===== src/core/spcmd_pkg.sv =====
// Functional notes
// - Opcode FAh 3/4-byte address; E0h 4-byte.
// - Address, then 8-bit dynamic byte on falling edges.
// - Dynamic byte repeats every eight bits, no advance.
// - FBh/E1h dynamic write with one data byte.
// - Dynamic write needs write enable latch set.
// - Dynamic write starts when chip select rises.
// - FCh/E2h persistent read, single-line only.
// - Persistent byte repeats; address never advances.
// - FDh/E3h program persistent bit, no data.
// - Persistent program busy, then latch clears.
// - E4h erases all persistent bits, exact length.
// - Erase busy throughout; suspend refused; latch clears.
// - 2Bh shifts config low byte first, repeats.
// - 2Fh two data bytes, exact sixteen bits.
// - Config program busy, then latch clears.
// - A7h lock read: single-line, idle only.
// - A6h clears lock bit; busy; latch clears.
// - Extended-address bit set/cleared by B7h/29h.
package spcmd_pkg;

  localparam logic [7:0] OP_READ_DYN      = 8'hFA;
  localparam logic [7:0] OP_READ_DYN_W    = 8'hE0;
  localparam logic [7:0] OP_WRITE_DYN     = 8'hFB;
  localparam logic [7:0] OP_WRITE_DYN_W   = 8'hE1;
  localparam logic [7:0] OP_READ_PERS     = 8'hFC;
  localparam logic [7:0] OP_READ_PERS_W   = 8'hE2;
  localparam logic [7:0] OP_PROG_PERS     = 8'hFD;
  localparam logic [7:0] OP_PROG_PERS_W   = 8'hE3;
  localparam logic [7:0] OP_ERASE_PERS    = 8'hE4;
  localparam logic [7:0] OP_READ_CFG      = 8'h2B;
  localparam logic [7:0] OP_PROG_CFG      = 8'h2F;
  localparam logic [7:0] OP_READ_LOCK     = 8'hA7;
  localparam logic [7:0] OP_CLEAR_LOCK    = 8'hA6;
  localparam logic [7:0] OP_WRITE_ENABLE  = 8'h06;
  localparam logic [7:0] OP_READ_STATUS   = 8'h05;
  localparam logic [7:0] OP_ENTER_WIDE    = 8'hB7;
  localparam logic [7:0] OP_EXIT_WIDE     = 8'h29;

  localparam logic [6:0] OPCODE_BITS = 7'h08;
  localparam logic [6:0] ADDR3_BITS  = 7'h18;
  localparam logic [6:0] ADDR4_BITS  = 7'h20;
  localparam logic [6:0] BYTE_BITS   = 7'h08;
  localparam logic [6:0] CFG_BITS    = 7'h10;
  localparam logic [6:0] BITS_MAX    = 7'h7F;

  localparam int unsigned CLK_MHZ        = 100;
  localparam int unsigned PROG_TIME_US   = 1000;
  localparam int unsigned ERASE_TIME_US  = 50000;
  localparam int unsigned PROG_CYCLES    = PROG_TIME_US * CLK_MHZ;
  localparam int unsigned ERASE_CYCLES   = ERASE_TIME_US * CLK_MHZ;

  localparam int unsigned SECT_LSB_DEF = 16;
  localparam int unsigned NUM_SECT_DEF = 512;

  localparam logic [15:0] CFG_RESET  = 16'hFFFF;
  localparam logic        LOCK_RESET = 1'h1;
  localparam logic        EXT_RESET  = 1'h0;
  localparam logic        DYN_RESET  = 1'h1;
  localparam logic        PERS_RESET = 1'h1;

  typedef enum logic [2:0] {
    LINK_IDLE = 3'b001,
    LINK_RX   = 3'b010,
    LINK_TX   = 3'b100
  } spcmd_link_t;

  typedef enum logic [3:0] {
    JOB_PERS  = 4'b0001,
    JOB_ERASE = 4'b0010,
    JOB_CFG   = 4'b0100,
    JOB_LOCK  = 4'b1000
  } spcmd_job_t;

  // Number of address bits that follow the opcode.
  function automatic logic [6:0] addr_bits(input logic [7:0] op,
                                           input logic       ext);
    unique case (op)
      OP_READ_DYN_W, OP_WRITE_DYN_W, OP_READ_PERS_W,
      OP_PROG_PERS_W: addr_bits = ADDR4_BITS;
      default:        addr_bits = ext ? ADDR4_BITS : ADDR3_BITS;
    endcase
  endfunction

endpackage


===== src/core/spcmd_store_if.sv =====
`timescale 1ns/1ps
`default_nettype none
interface spcmd_store_if #(parameter int unsigned SECT_W = 9);
  logic [SECT_W-1:0] sector;
  logic              wr_dyn;
  logic              dyn_val;
  logic              prog_pers;
  logic              erase_pers;
  logic              dyn_bit;
  logic              pers_bit;

  modport ctrl  (output sector, wr_dyn, dyn_val, prog_pers, erase_pers,
                 input  dyn_bit, pers_bit);
  modport store (input  sector, wr_dyn, dyn_val, prog_pers, erase_pers,
                 output dyn_bit, pers_bit);
endinterface
`default_nettype wire


===== src/core/spcmd_prot_store.sv =====
`timescale 1ns/1ps
`default_nettype none
module spcmd_prot_store #(
  parameter int unsigned NUM_SECT = spcmd_pkg::NUM_SECT_DEF
) (
  input  wire logic    clk_i,
  input  wire logic    reset_n_i,
  input  wire logic    ce_i,
  spcmd_store_if.store st
);
  import spcmd_pkg::*;

  logic [NUM_SECT-1:0] dyn;
  logic [NUM_SECT-1:0] pers;
  logic [NUM_SECT-1:0] next_dyn;
  logic [NUM_SECT-1:0] next_pers;

  always_comb begin
    next_dyn  = dyn;
    next_pers = pers;
    if (st.wr_dyn) begin
      next_dyn[st.sector] = st.dyn_val;
    end
    // Programming a persistent bit protects the sector (bit to 0).
    if (st.prog_pers) begin
      next_pers[st.sector] = 1'h0;
    end
    if (st.erase_pers) begin
      next_pers = '1;
    end
  end

  always_ff @(posedge clk_i or negedge reset_n_i) begin
    if (!reset_n_i) begin
      dyn  <= {NUM_SECT{DYN_RESET}};
      pers <= {NUM_SECT{PERS_RESET}};
    end else if (ce_i) begin
      dyn  <= next_dyn;
      pers <= next_pers;
    end
  end

  assign st.dyn_bit  = dyn[st.sector];
  assign st.pers_bit = pers[st.sector];
endmodule
`default_nettype wire


===== src/core/spcmd_handler.sv =====
`timescale 1ns/1ps
`default_nettype none
module spcmd_handler #(
  parameter int unsigned SECT_LSB     = spcmd_pkg::SECT_LSB_DEF,
  parameter int unsigned NUM_SECT     = spcmd_pkg::NUM_SECT_DEF,
  parameter int unsigned PROG_CYCLES  = spcmd_pkg::PROG_CYCLES,
  parameter int unsigned ERASE_CYCLES = spcmd_pkg::ERASE_CYCLES
) (
  input  wire logic        clk_i,
  input  wire logic        reset_n_i,
  input  wire logic        ce_i,
  input  wire logic        cs_n_i,
  input  wire logic        sck_i,
  input  wire logic        si_i,
  input  wire logic        quad_mode_i,
  output logic             so_o,
  output logic             so_oe_o,
  output logic             wip_o,
  output logic             wel_o,
  output logic             ext_addr_o,
  output logic             suspend_ok_o,
  output logic             lock_bit_o,
  output logic [15:0]      cfg_o
);
  import spcmd_pkg::*;

  localparam int unsigned SECT_W = $clog2(NUM_SECT);

  spcmd_store_if #(.SECT_W(SECT_W)) st_if ();

  spcmd_prot_store #(.NUM_SECT(NUM_SECT)) u_store (
    .clk_i     (clk_i),
    .reset_n_i (reset_n_i),
    .ce_i      (ce_i),
    .st        (st_if.store)
  );

  // Pin synchronisers and edge history.
  logic cs_s1, cs_s2, cs_d, sck_s1, sck_s2, sck_d, si_s1, si_s2;
  logic next_cs_s1, next_cs_s2, next_cs_d;
  logic next_sck_s1, next_sck_s2, next_sck_d, next_si_s1, next_si_s2;

  always_comb begin
    next_cs_s1  = cs_n_i;
    next_cs_s2  = cs_s1;
    next_cs_d   = cs_s2;
    next_sck_s1 = sck_i;
    next_sck_s2 = sck_s1;
    next_sck_d  = sck_s2;
    next_si_s1  = si_i;
    next_si_s2  = si_s1;
  end

  always_ff @(posedge clk_i or negedge reset_n_i) begin
    if (!reset_n_i) begin
      cs_s1  <= 1'h1;
      cs_s2  <= 1'h1;
      cs_d   <= 1'h1;
      sck_s1 <= 1'h0;
      sck_s2 <= 1'h0;
      sck_d  <= 1'h0;
      si_s1  <= 1'h0;
      si_s2  <= 1'h0;
    end else if (ce_i) begin
      cs_s1  <= next_cs_s1;
      cs_s2  <= next_cs_s2;
      cs_d   <= next_cs_d;
      sck_s1 <= next_sck_s1;
      sck_s2 <= next_sck_s2;
      sck_d  <= next_sck_d;
      si_s1  <= next_si_s1;
      si_s2  <= next_si_s2;
    end
  end

  logic sck_rise, sck_fall, cs_rise;
  assign sck_rise = sck_s2 & ~sck_d;
  assign sck_fall = ~sck_s2 & sck_d;
  assign cs_rise  = cs_s2 & ~cs_d;

  // Frame state.
  spcmd_link_t link, next_link;
  logic [6:0]  bits, next_bits;
  logic [31:0] sreg, next_sreg;
  logic [31:0] alat, next_alat;
  logic [7:0]  opcode, next_opcode;
  logic [15:0] out_word, next_out_word;
  logic [3:0]  out_cnt, next_out_cnt;
  logic        so, next_so, so_oe, next_so_oe;

  // Execution state.
  logic              write_in_progress, next_wip, write_enable_latch, next_wel, ext, next_ext;
  logic              lock, next_lock, susp_ok, next_susp_ok;
  logic [15:0]       cfg, next_cfg, cfg_pend, next_cfg_pend;
  spcmd_job_t        job, next_job;
  logic [31:0]       timer, next_timer;
  logic [SECT_W-1:0] job_sect, next_job_sect;

  logic [6:0]        alen;
  logic [31:0]       addr;
  logic [SECT_W-1:0] addr_sect;
  logic              op_known, rd_ok;
  logic [6:0]        rd_start;
  logic [15:0]       rd_word;
  logic [7:0]        dyn_byte, pers_byte;

  assign alen      = addr_bits(opcode, ext);
  assign addr      = (alen == ADDR4_BITS) ? alat : {8'h00, alat[23:0]};
  assign addr_sect = addr[SECT_LSB +: SECT_W];
  assign op_known  = (bits >= OPCODE_BITS);
  assign dyn_byte  = {8{st_if.dyn_bit}};
  assign pers_byte = {8{st_if.pers_bit}};

  assign st_if.sector = write_in_progress ? job_sect : addr_sect;

  // Read decode: what to shift out, and after how many input bits.
  always_comb begin
    rd_ok    = 1'h0;
    rd_start = OPCODE_BITS;
    rd_word  = {out_word};
    if (op_known) begin
      unique case (opcode)
        OP_READ_DYN, OP_READ_DYN_W: begin
          rd_ok    = ~write_in_progress;
          rd_start = OPCODE_BITS + alen;
          rd_word  = {dyn_byte, dyn_byte};
        end
        OP_READ_PERS, OP_READ_PERS_W: begin
          rd_ok    = ~write_in_progress & ~quad_mode_i;
          rd_start = OPCODE_BITS + alen;
          rd_word  = {pers_byte, pers_byte};
        end
        OP_READ_CFG: begin
          rd_ok   = ~write_in_progress;
          rd_word = {cfg[7:0], cfg[15:8]};
        end
        OP_READ_LOCK: begin
          rd_ok   = ~write_in_progress & ~quad_mode_i;
          rd_word = {7'h00, lock, 7'h00, lock};
        end
        OP_READ_STATUS: begin
          rd_ok   = 1'h1;
          rd_word = {6'h00, write_enable_latch, write_in_progress, 6'h00, write_enable_latch, write_in_progress};
        end
        default: rd_ok = 1'h0;
      endcase
    end
  end

  always_comb begin
    next_link     = link;
    next_bits     = bits;
    next_sreg     = sreg;
    next_alat     = alat;
    next_opcode   = opcode;
    next_out_word = out_word;
    next_out_cnt  = out_cnt;
    next_so       = so;
    next_so_oe    = so_oe;
    if (cs_s2) begin
      next_link    = LINK_IDLE;
      next_bits    = 7'h00;
      next_out_cnt = 4'h0;
      next_so_oe   = 1'h0;
    end else begin
      if (link == LINK_IDLE) begin
        next_link = LINK_RX;
      end
      if (sck_rise && link != LINK_TX) begin
        next_sreg = {sreg[30:0], si_s2};
        if (bits != BITS_MAX) begin
          next_bits = bits + 7'h01;
        end
        if (bits == OPCODE_BITS - 7'h01) begin
          next_opcode = {sreg[6:0], si_s2};
        end
        if (bits == OPCODE_BITS + alen - 7'h01) begin
          // Freeze the address once complete; data bits keep shifting
          // into sreg behind it.
          next_alat = {sreg[30:0], si_s2};
        end
      end
      // Output changes on falling edges and wraps every sixteen bits.
      if (sck_fall && rd_ok && link == LINK_RX && bits == rd_start) begin
        next_link     = LINK_TX;
        next_out_word = rd_word;
        next_so       = rd_word[15];
        next_so_oe    = 1'h1;
        next_out_cnt  = 4'h1;
      end else if (sck_fall && link == LINK_TX) begin
        next_so      = out_word[4'hF - out_cnt];
        next_out_cnt = out_cnt + 4'h1;
      end
    end
  end

  always_ff @(posedge clk_i or negedge reset_n_i) begin
    if (!reset_n_i) begin
      link     <= LINK_IDLE;
      bits     <= 7'h00;
      sreg     <= 32'h0000_0000;
      alat     <= 32'h0000_0000;
      opcode   <= 8'h00;
      out_word <= 16'h0000;
      out_cnt  <= 4'h0;
      so       <= 1'h0;
      so_oe    <= 1'h0;
    end else if (ce_i) begin
      link     <= next_link;
      bits     <= next_bits;
      sreg     <= next_sreg;
      alat     <= next_alat;
      opcode   <= next_opcode;
      out_word <= next_out_word;
      out_cnt  <= next_out_cnt;
      so       <= next_so;
      so_oe    <= next_so_oe;
    end
  end

  // Command execution at the end of a frame, and the busy timer.
  logic commit, can_write;
  assign commit    = cs_rise && op_known && link == LINK_RX;
  assign can_write = ~write_in_progress & write_enable_latch;
  // A write counts only if chip select rises right after its last bit.

  always_comb begin
    next_wip        = write_in_progress;
    next_wel        = write_enable_latch;
    next_ext        = ext;
    next_lock       = lock;
    next_cfg        = cfg;
    next_cfg_pend   = cfg_pend;
    next_job        = job;
    next_timer      = timer;
    next_job_sect   = job_sect;
    st_if.wr_dyn    = 1'h0;
    st_if.dyn_val   = sreg[0];
    st_if.prog_pers = 1'h0;
    st_if.erase_pers = 1'h0;
    if (write_in_progress) begin
      next_timer = timer - 32'h0000_0001;
      if (timer == 32'h0000_0001) begin
        next_wip = 1'h0;
        next_wel = 1'h0;
        unique case (job)
          JOB_PERS:  st_if.prog_pers  = 1'h1;
          JOB_ERASE: st_if.erase_pers = 1'h1;
          JOB_CFG:   next_cfg         = cfg_pend;
          JOB_LOCK:  next_lock        = 1'h0;
          default:   next_lock        = lock;
        endcase
      end
    end else if (commit) begin
      unique case (opcode)
        OP_WRITE_ENABLE: begin
          if (bits == OPCODE_BITS) next_wel = 1'h1;
        end
        OP_ENTER_WIDE: begin
          if (bits == OPCODE_BITS) next_ext = 1'h1;
        end
        OP_EXIT_WIDE: begin
          if (bits == OPCODE_BITS) next_ext = 1'h0;
        end
        OP_WRITE_DYN, OP_WRITE_DYN_W: begin
          if (can_write && bits == OPCODE_BITS + alen + BYTE_BITS) begin
            st_if.wr_dyn = 1'h1;
            next_wel     = 1'h0;
          end
        end
        OP_PROG_PERS, OP_PROG_PERS_W: begin
          if (can_write && bits == OPCODE_BITS + alen) begin
            next_wip      = 1'h1;
            next_job      = JOB_PERS;
            next_job_sect = addr_sect;
            next_timer    = PROG_CYCLES[31:0];
          end
        end
        OP_ERASE_PERS: begin
          if (can_write && bits == OPCODE_BITS) begin
            next_wip   = 1'h1;
            next_job   = JOB_ERASE;
            next_timer = ERASE_CYCLES[31:0];
          end
        end
        OP_PROG_CFG: begin
          if (can_write && bits == OPCODE_BITS + CFG_BITS) begin
            next_wip      = 1'h1;
            next_job      = JOB_CFG;
            next_cfg_pend = {sreg[7:0], sreg[15:8]};
            next_timer    = PROG_CYCLES[31:0];
          end
        end
        OP_CLEAR_LOCK: begin
          if (can_write && bits == OPCODE_BITS) begin
            next_wip   = 1'h1;
            next_job   = JOB_LOCK;
            next_timer = PROG_CYCLES[31:0];
          end
        end
        default: next_wip = 1'h0;
      endcase
    end
    next_susp_ok = ~(next_wip && next_job == JOB_ERASE);
  end

  always_ff @(posedge clk_i or negedge reset_n_i) begin
    if (!reset_n_i) begin
      write_in_progress      <= 1'h0;
      write_enable_latch      <= 1'h0;
      ext      <= EXT_RESET;
      lock     <= LOCK_RESET;
      cfg      <= CFG_RESET;
      cfg_pend <= CFG_RESET;
      job      <= JOB_PERS;
      timer    <= 32'h0000_0000;
      job_sect <= '0;
      susp_ok  <= 1'h1;
    end else if (ce_i) begin
      write_in_progress      <= next_wip;
      write_enable_latch      <= next_wel;
      ext      <= next_ext;
      lock     <= next_lock;
      cfg      <= next_cfg;
      cfg_pend <= next_cfg_pend;
      job      <= next_job;
      timer    <= next_timer;
      job_sect <= next_job_sect;
      susp_ok  <= next_susp_ok;
    end
  end

  assign so_o         = so;
  assign so_oe_o      = so_oe;
  assign wip_o        = write_in_progress;
  assign wel_o        = write_enable_latch;
  assign ext_addr_o   = ext;
  assign suspend_ok_o = susp_ok;
  assign lock_bit_o   = lock;
  assign cfg_o        = cfg;
endmodule
`default_nettype wire


===== config.mk =====
export PLATFORM = sky130hd
export DESIGN_NAME = spcmd_handler
export DESIGN_NICKNAME = d
export VERILOG_FILES = /design/src/core/spcmd_pkg.sv /design/src/core/spcmd_store_if.sv /design/src/core/spcmd_prot_store.sv /design/src/core/spcmd_handler.sv
export SDC_FILE = /design/constraint.sdc
export NUM_CORES = 2
export LEC_CHECK = 0
export BUFFER_PORTS_ARGS = -buffer_cell sky130_fd_sc_hd__buf_2
export CORE_MARGIN = 5
export CORE_UTILIZATION = 45
export CTS_BUF_LIST = sky130_fd_sc_hd__clkbuf_4 sky130_fd_sc_hd__clkbuf_8
export DETAILED_ROUTE_END_ITERATION = 10
export PLACE_DENSITY_LB_ADDON = 0.12
export SYNTH_ARGS = -nofsm -noshare
export SYNTH_HDL_FRONTEND = slang
export SYNTH_SLANG_ARGS = --single-unit
export TNS_END_PERCENT = 10

===== constraint.sdc =====
create_clock -name clk_i -period 3.8 [get_ports clk_i]
set_clock_uncertainty 0.1 [all_clocks]
set_input_delay 0 -clock clk_i [delete_from_list [all_inputs] [get_ports clk_i]]
set_output_delay 0 -clock clk_i [all_outputs]
set_load 0.02 [all_outputs]

==> impl_metrics.env <==
export IMPL_status="finished clean"
export IMPL_syn_avg_cell_area_um2=10.3
export IMPL_crit_chain="buf_12, buf_4, mux2_4, buf_12, mux4_2, a32oi_1, nand3_1, o31ai_1, buf_4, and3_1, a31o_1, buf_12, a41oi_1"
export IMPL_htree_levels=4
export IMPL_max_slew_margin_pct=18.1
export IMPL_layout_drive_gt1_share_pct=40.4
export IMPL_portBuffers=29
export IMPL_utilization_pct=52.6
export IMPL_cts_sinks=1187
export IMPL_ir_drop_mv=0.357
export IMPL_numCtsBuffers=206
export IMPL_fin_nets=5645
export IMPL_core_um2=125000
export IMPL_tightest_slew_ns=1.22
export IMPL_critPathRequiredTime_ns=4.49
export IMPL_routabilityCongestion=0.883
export IMPL_dp_cells=7033
export IMPL_grt_first_pass_wirelength_mm=299
export IMPL_critPathKind="reg -> reg"
export IMPL_synthArstFlopShare_pct=100
export IMPL_slowest_delay_ns=0.51
export IMPL_netlist_area_um2=56700
export IMPL_clk_latency_ns=0.95
export IMPL_synthTopCellsByArea="dfstp_2, mux4_2, o21ai_0"
export IMPL_grt_max_degree=178
export IMPL_finalCritPeriodShare_pct=99.8
export IMPL_place_area_um2=60900
export IMPL_syn2layout_area_growth_pct=16.3
export IMPL_first_pass_iters=8
export IMPL_cts_clk_slew_worst_paths_ns=0.06
export IMPL_hp_class="in -> async"
export IMPL_switchingPower_mw=7.28
export IMPL_routedWlPerCell_um=26.8
export IMPL_worstSetupStartpointType="flip-flop"
export IMPL_setup_violations=0
export IMPL_hold_violations=0
export IMPL_layout_min_cycle_time_ns=3.79
export IMPL_cts_tree="built"
export IMPL_maxSlewViolCount=0
export IMPL_clockBufferDepth=3
export IMPL_p_int_mw=20.2
export IMPL_drc_errors=0
export IMPL_synthFlopType="dfstp_2"
export IMPL_grt_ovfl_total=0
export IMPL_power_density_nw_per_um2=417
export IMPL_synth_top_area_share_pct=49.2
export IMPL_clockPowerShare_pct=44.9
export IMPL_fin_cells=7444
export IMPL_synth_seq_cells=1187
export IMPL_post_dp_hpwl_mm=116
export IMPL_combPwrFrac_pct=7.6
export IMPL_synth_edff_count=0
export IMPL_drtAntennaViolNets=0
export IMPL_num_vias=45697
export IMPL_synth_area_leader_cell="dfstp_2"
export IMPL_crit_top_cell="buf_12"
export IMPL_ys_seq_area_share_pct=54.7
export IMPL_grt_pass1_vias=45364
export IMPL_routed_via_density=6.14
export IMPL_grt_use_total_pct=29.6
export IMPL_root_buffer="clkbuf_8"
export IMPL_placementRows=130
export IMPL_crit_fanout=19
export IMPL_hold_ws_ns=0.295
export IMPL_slowest_stage="dfrtp_2"
export IMPL_crit_path_end_kind="flip-flop"
export IMPL_die_h_um=365
export IMPL_p_leak_nw=29.2
export IMPL_synthDistinctLibCells=74
export IMPL_rsz0062_at_grt="yes"
export IMPL_power_frac_seq_pct=47.6
export IMPL_dieArea_um2=133000
export IMPL_ios=30
export IMPL_synth_nets=5511
export IMPL_start_util_pct=45.2
export IMPL_swShare_pct=26.5
export IMPL_routed_wl_mm=199
export IMPL_fmax_mhz=264
export IMPL_maxCapViolations=0
export IMPL_fp_dieW_um=365
export IMPL_synth_cells=5499
export IMPL_postLayoutCellArea_um2=66000
export IMPL_antenna_found_initial=5
export IMPL_worst_ep_arrival_time_ns=4.48
export IMPL_drt_iter0_markers=5071
export IMPL_yosysWarnings=0
==> cell families after synthesis <==
logic type	Yosys count	synth area share, %
AND/OR/NAND/NOR	2050	16.0
AO/OA/AOI/OAI	1323	12.5
flip-flops	1187	54.7
buffers and inverters	544	4.16
multiplexers	367	12.2
XOR/XNOR	23	0.355
adder cells (fa/ha/maj)	5	0.110
==> power by group through the flow <==
stage	Clock, mW	Combinational, mW	Sequential (mW)
final	12.4	2.08	13.1
after global routing	13.2	2.22	13.1
after CTS	12.6	2.01	13.1
after detailed placement	0	1.99	13.3
after global placement	0	1.98	13.3
after floorplan	0	1.18	13.2
==> Yosys cell counts, types with 13 or more instances <==
cell / n
mux2i_1: 24
nor2_1: 98
buf_2: 40
clkbuf_1: 377
buf_1: 52
nor3_1: 38
o22ai_1: 13
nand3_1: 573
nand2_1: 1176
buf_4: 48
nand4_1: 18
mux4_2: 249
a31oi_1: 32
o21ai_0: 1064
dfrtp_1: 124
a21oi_1: 70
or3_1: 16
a22oi_1: 78
inv_1: 13
dfstp_2: 1063
mux2_2: 93
nor4_1: 18
==> critical path: cells and delay by family (launching register included) <==
family,cells,cell delay [ns]
AO/OA/AOI/OAI,4,0.93
buffers and inverters,5,0.94
flip-flops,1,0.51
multiplexers,2,0.79
AND/OR/NAND/NOR,2,0.32
==> repair_timing <==
action                                  in CTS  in global routing
endpoints found under the hold margin      880                  0
hold buffers                                15                  0
cloned                                       3                  5
buffers inserted                             6                 13
gates resized for setup                      6                 46
endpoints found under the setup margin      17                473
pin swaps                                    3                 12
==> through the flow <==
stage	worst slack [ns]	TNS (ns)	total power, mW
2_1_floorplan	0.398	0	14.3
3_3_place_gp	-0.290	-4.36	15.2
3_5_place_dp	-0.335	-4.86	15.2
4_1_cts	0.000793	0	27.7
5_1_grt	-0.0286	-0.0375	28.5
6_report	0.00586	0	27.5
==> final cells by class <==
cell class,instances,area (um^2)
diodes,3,7.51
clock buffers,332,4130
clock inverters,34,259
fillers,11147,59400
inverters,15,56.3
multi-input cells,3772,23800
flip-flops and latches,1187,31000
well taps,1650,2060
repair buffers,451,4600
==> registers in the layout, summed over array words and instances (netlist names), 16 cells and up <==
name / count
cfg_o: 16
cfg_pend: 16
out_word: 16
sreg: 24
timer: 32
u_store.dyn: 512
u_store.pers: 512
==> cell usage in the layout, fill, tap and decap left out, drive strengths merged, types with 78 or more instances in the layout <==
cell / count
nand2: 1176
o21ai: 1066
dfstp: 1063
nand3: 573
buf: 433
clkbuf: 336
mux4: 249
dfrtp: 124
nor2: 114
mux2: 98
a22oi: 78
==> worst paths after layout <==
path	from	to	slack, ns	cells after the start
min reg2reg	u_store.dyn[206]$_DFFE_PN1P_	u_store.dyn[206]$_DFFE_PN1P_	0.37	2
min in group clk_i	u_store.dyn[206]$_DFFE_PN1P_	u_store.dyn[206]$_DFFE_PN1P_	0.37	2
max in group asynchronous	reset_n_i	u_store.dyn[365]$_DFFE_PN1P_	2.46	5
min	reset_n_i	sreg[17]$_DFFE_PN0P_	0.30	4
max reg2reg	wip_o$_DFFE_PN0P_	out_word[9]$_DFFE_PN0P_	0.006	13
max	wip_o$_DFFE_PN0P_	out_word[9]$_DFFE_PN0P_	0.006	13
==> metal layers <==
| layer | routed length (um) | share of wire, % | GRT usage [%] | vias up |
|---|---|---|---|---|
| met4 | 8800 | 4.4 | 12.7 | 0 |
| met1 | 82800 | 42 | 40.3 | 23349 |
| met2 | 91500 | 46 | 46.5 | 2088 |
| met5 | 0 | 0 | 0 | - |
| li1 | - | - | - | 19738 |
| met3 | 16200 | 8.1 | 6.07 | 522 |
No activity file was read; power rests on OpenSTA's default activity.
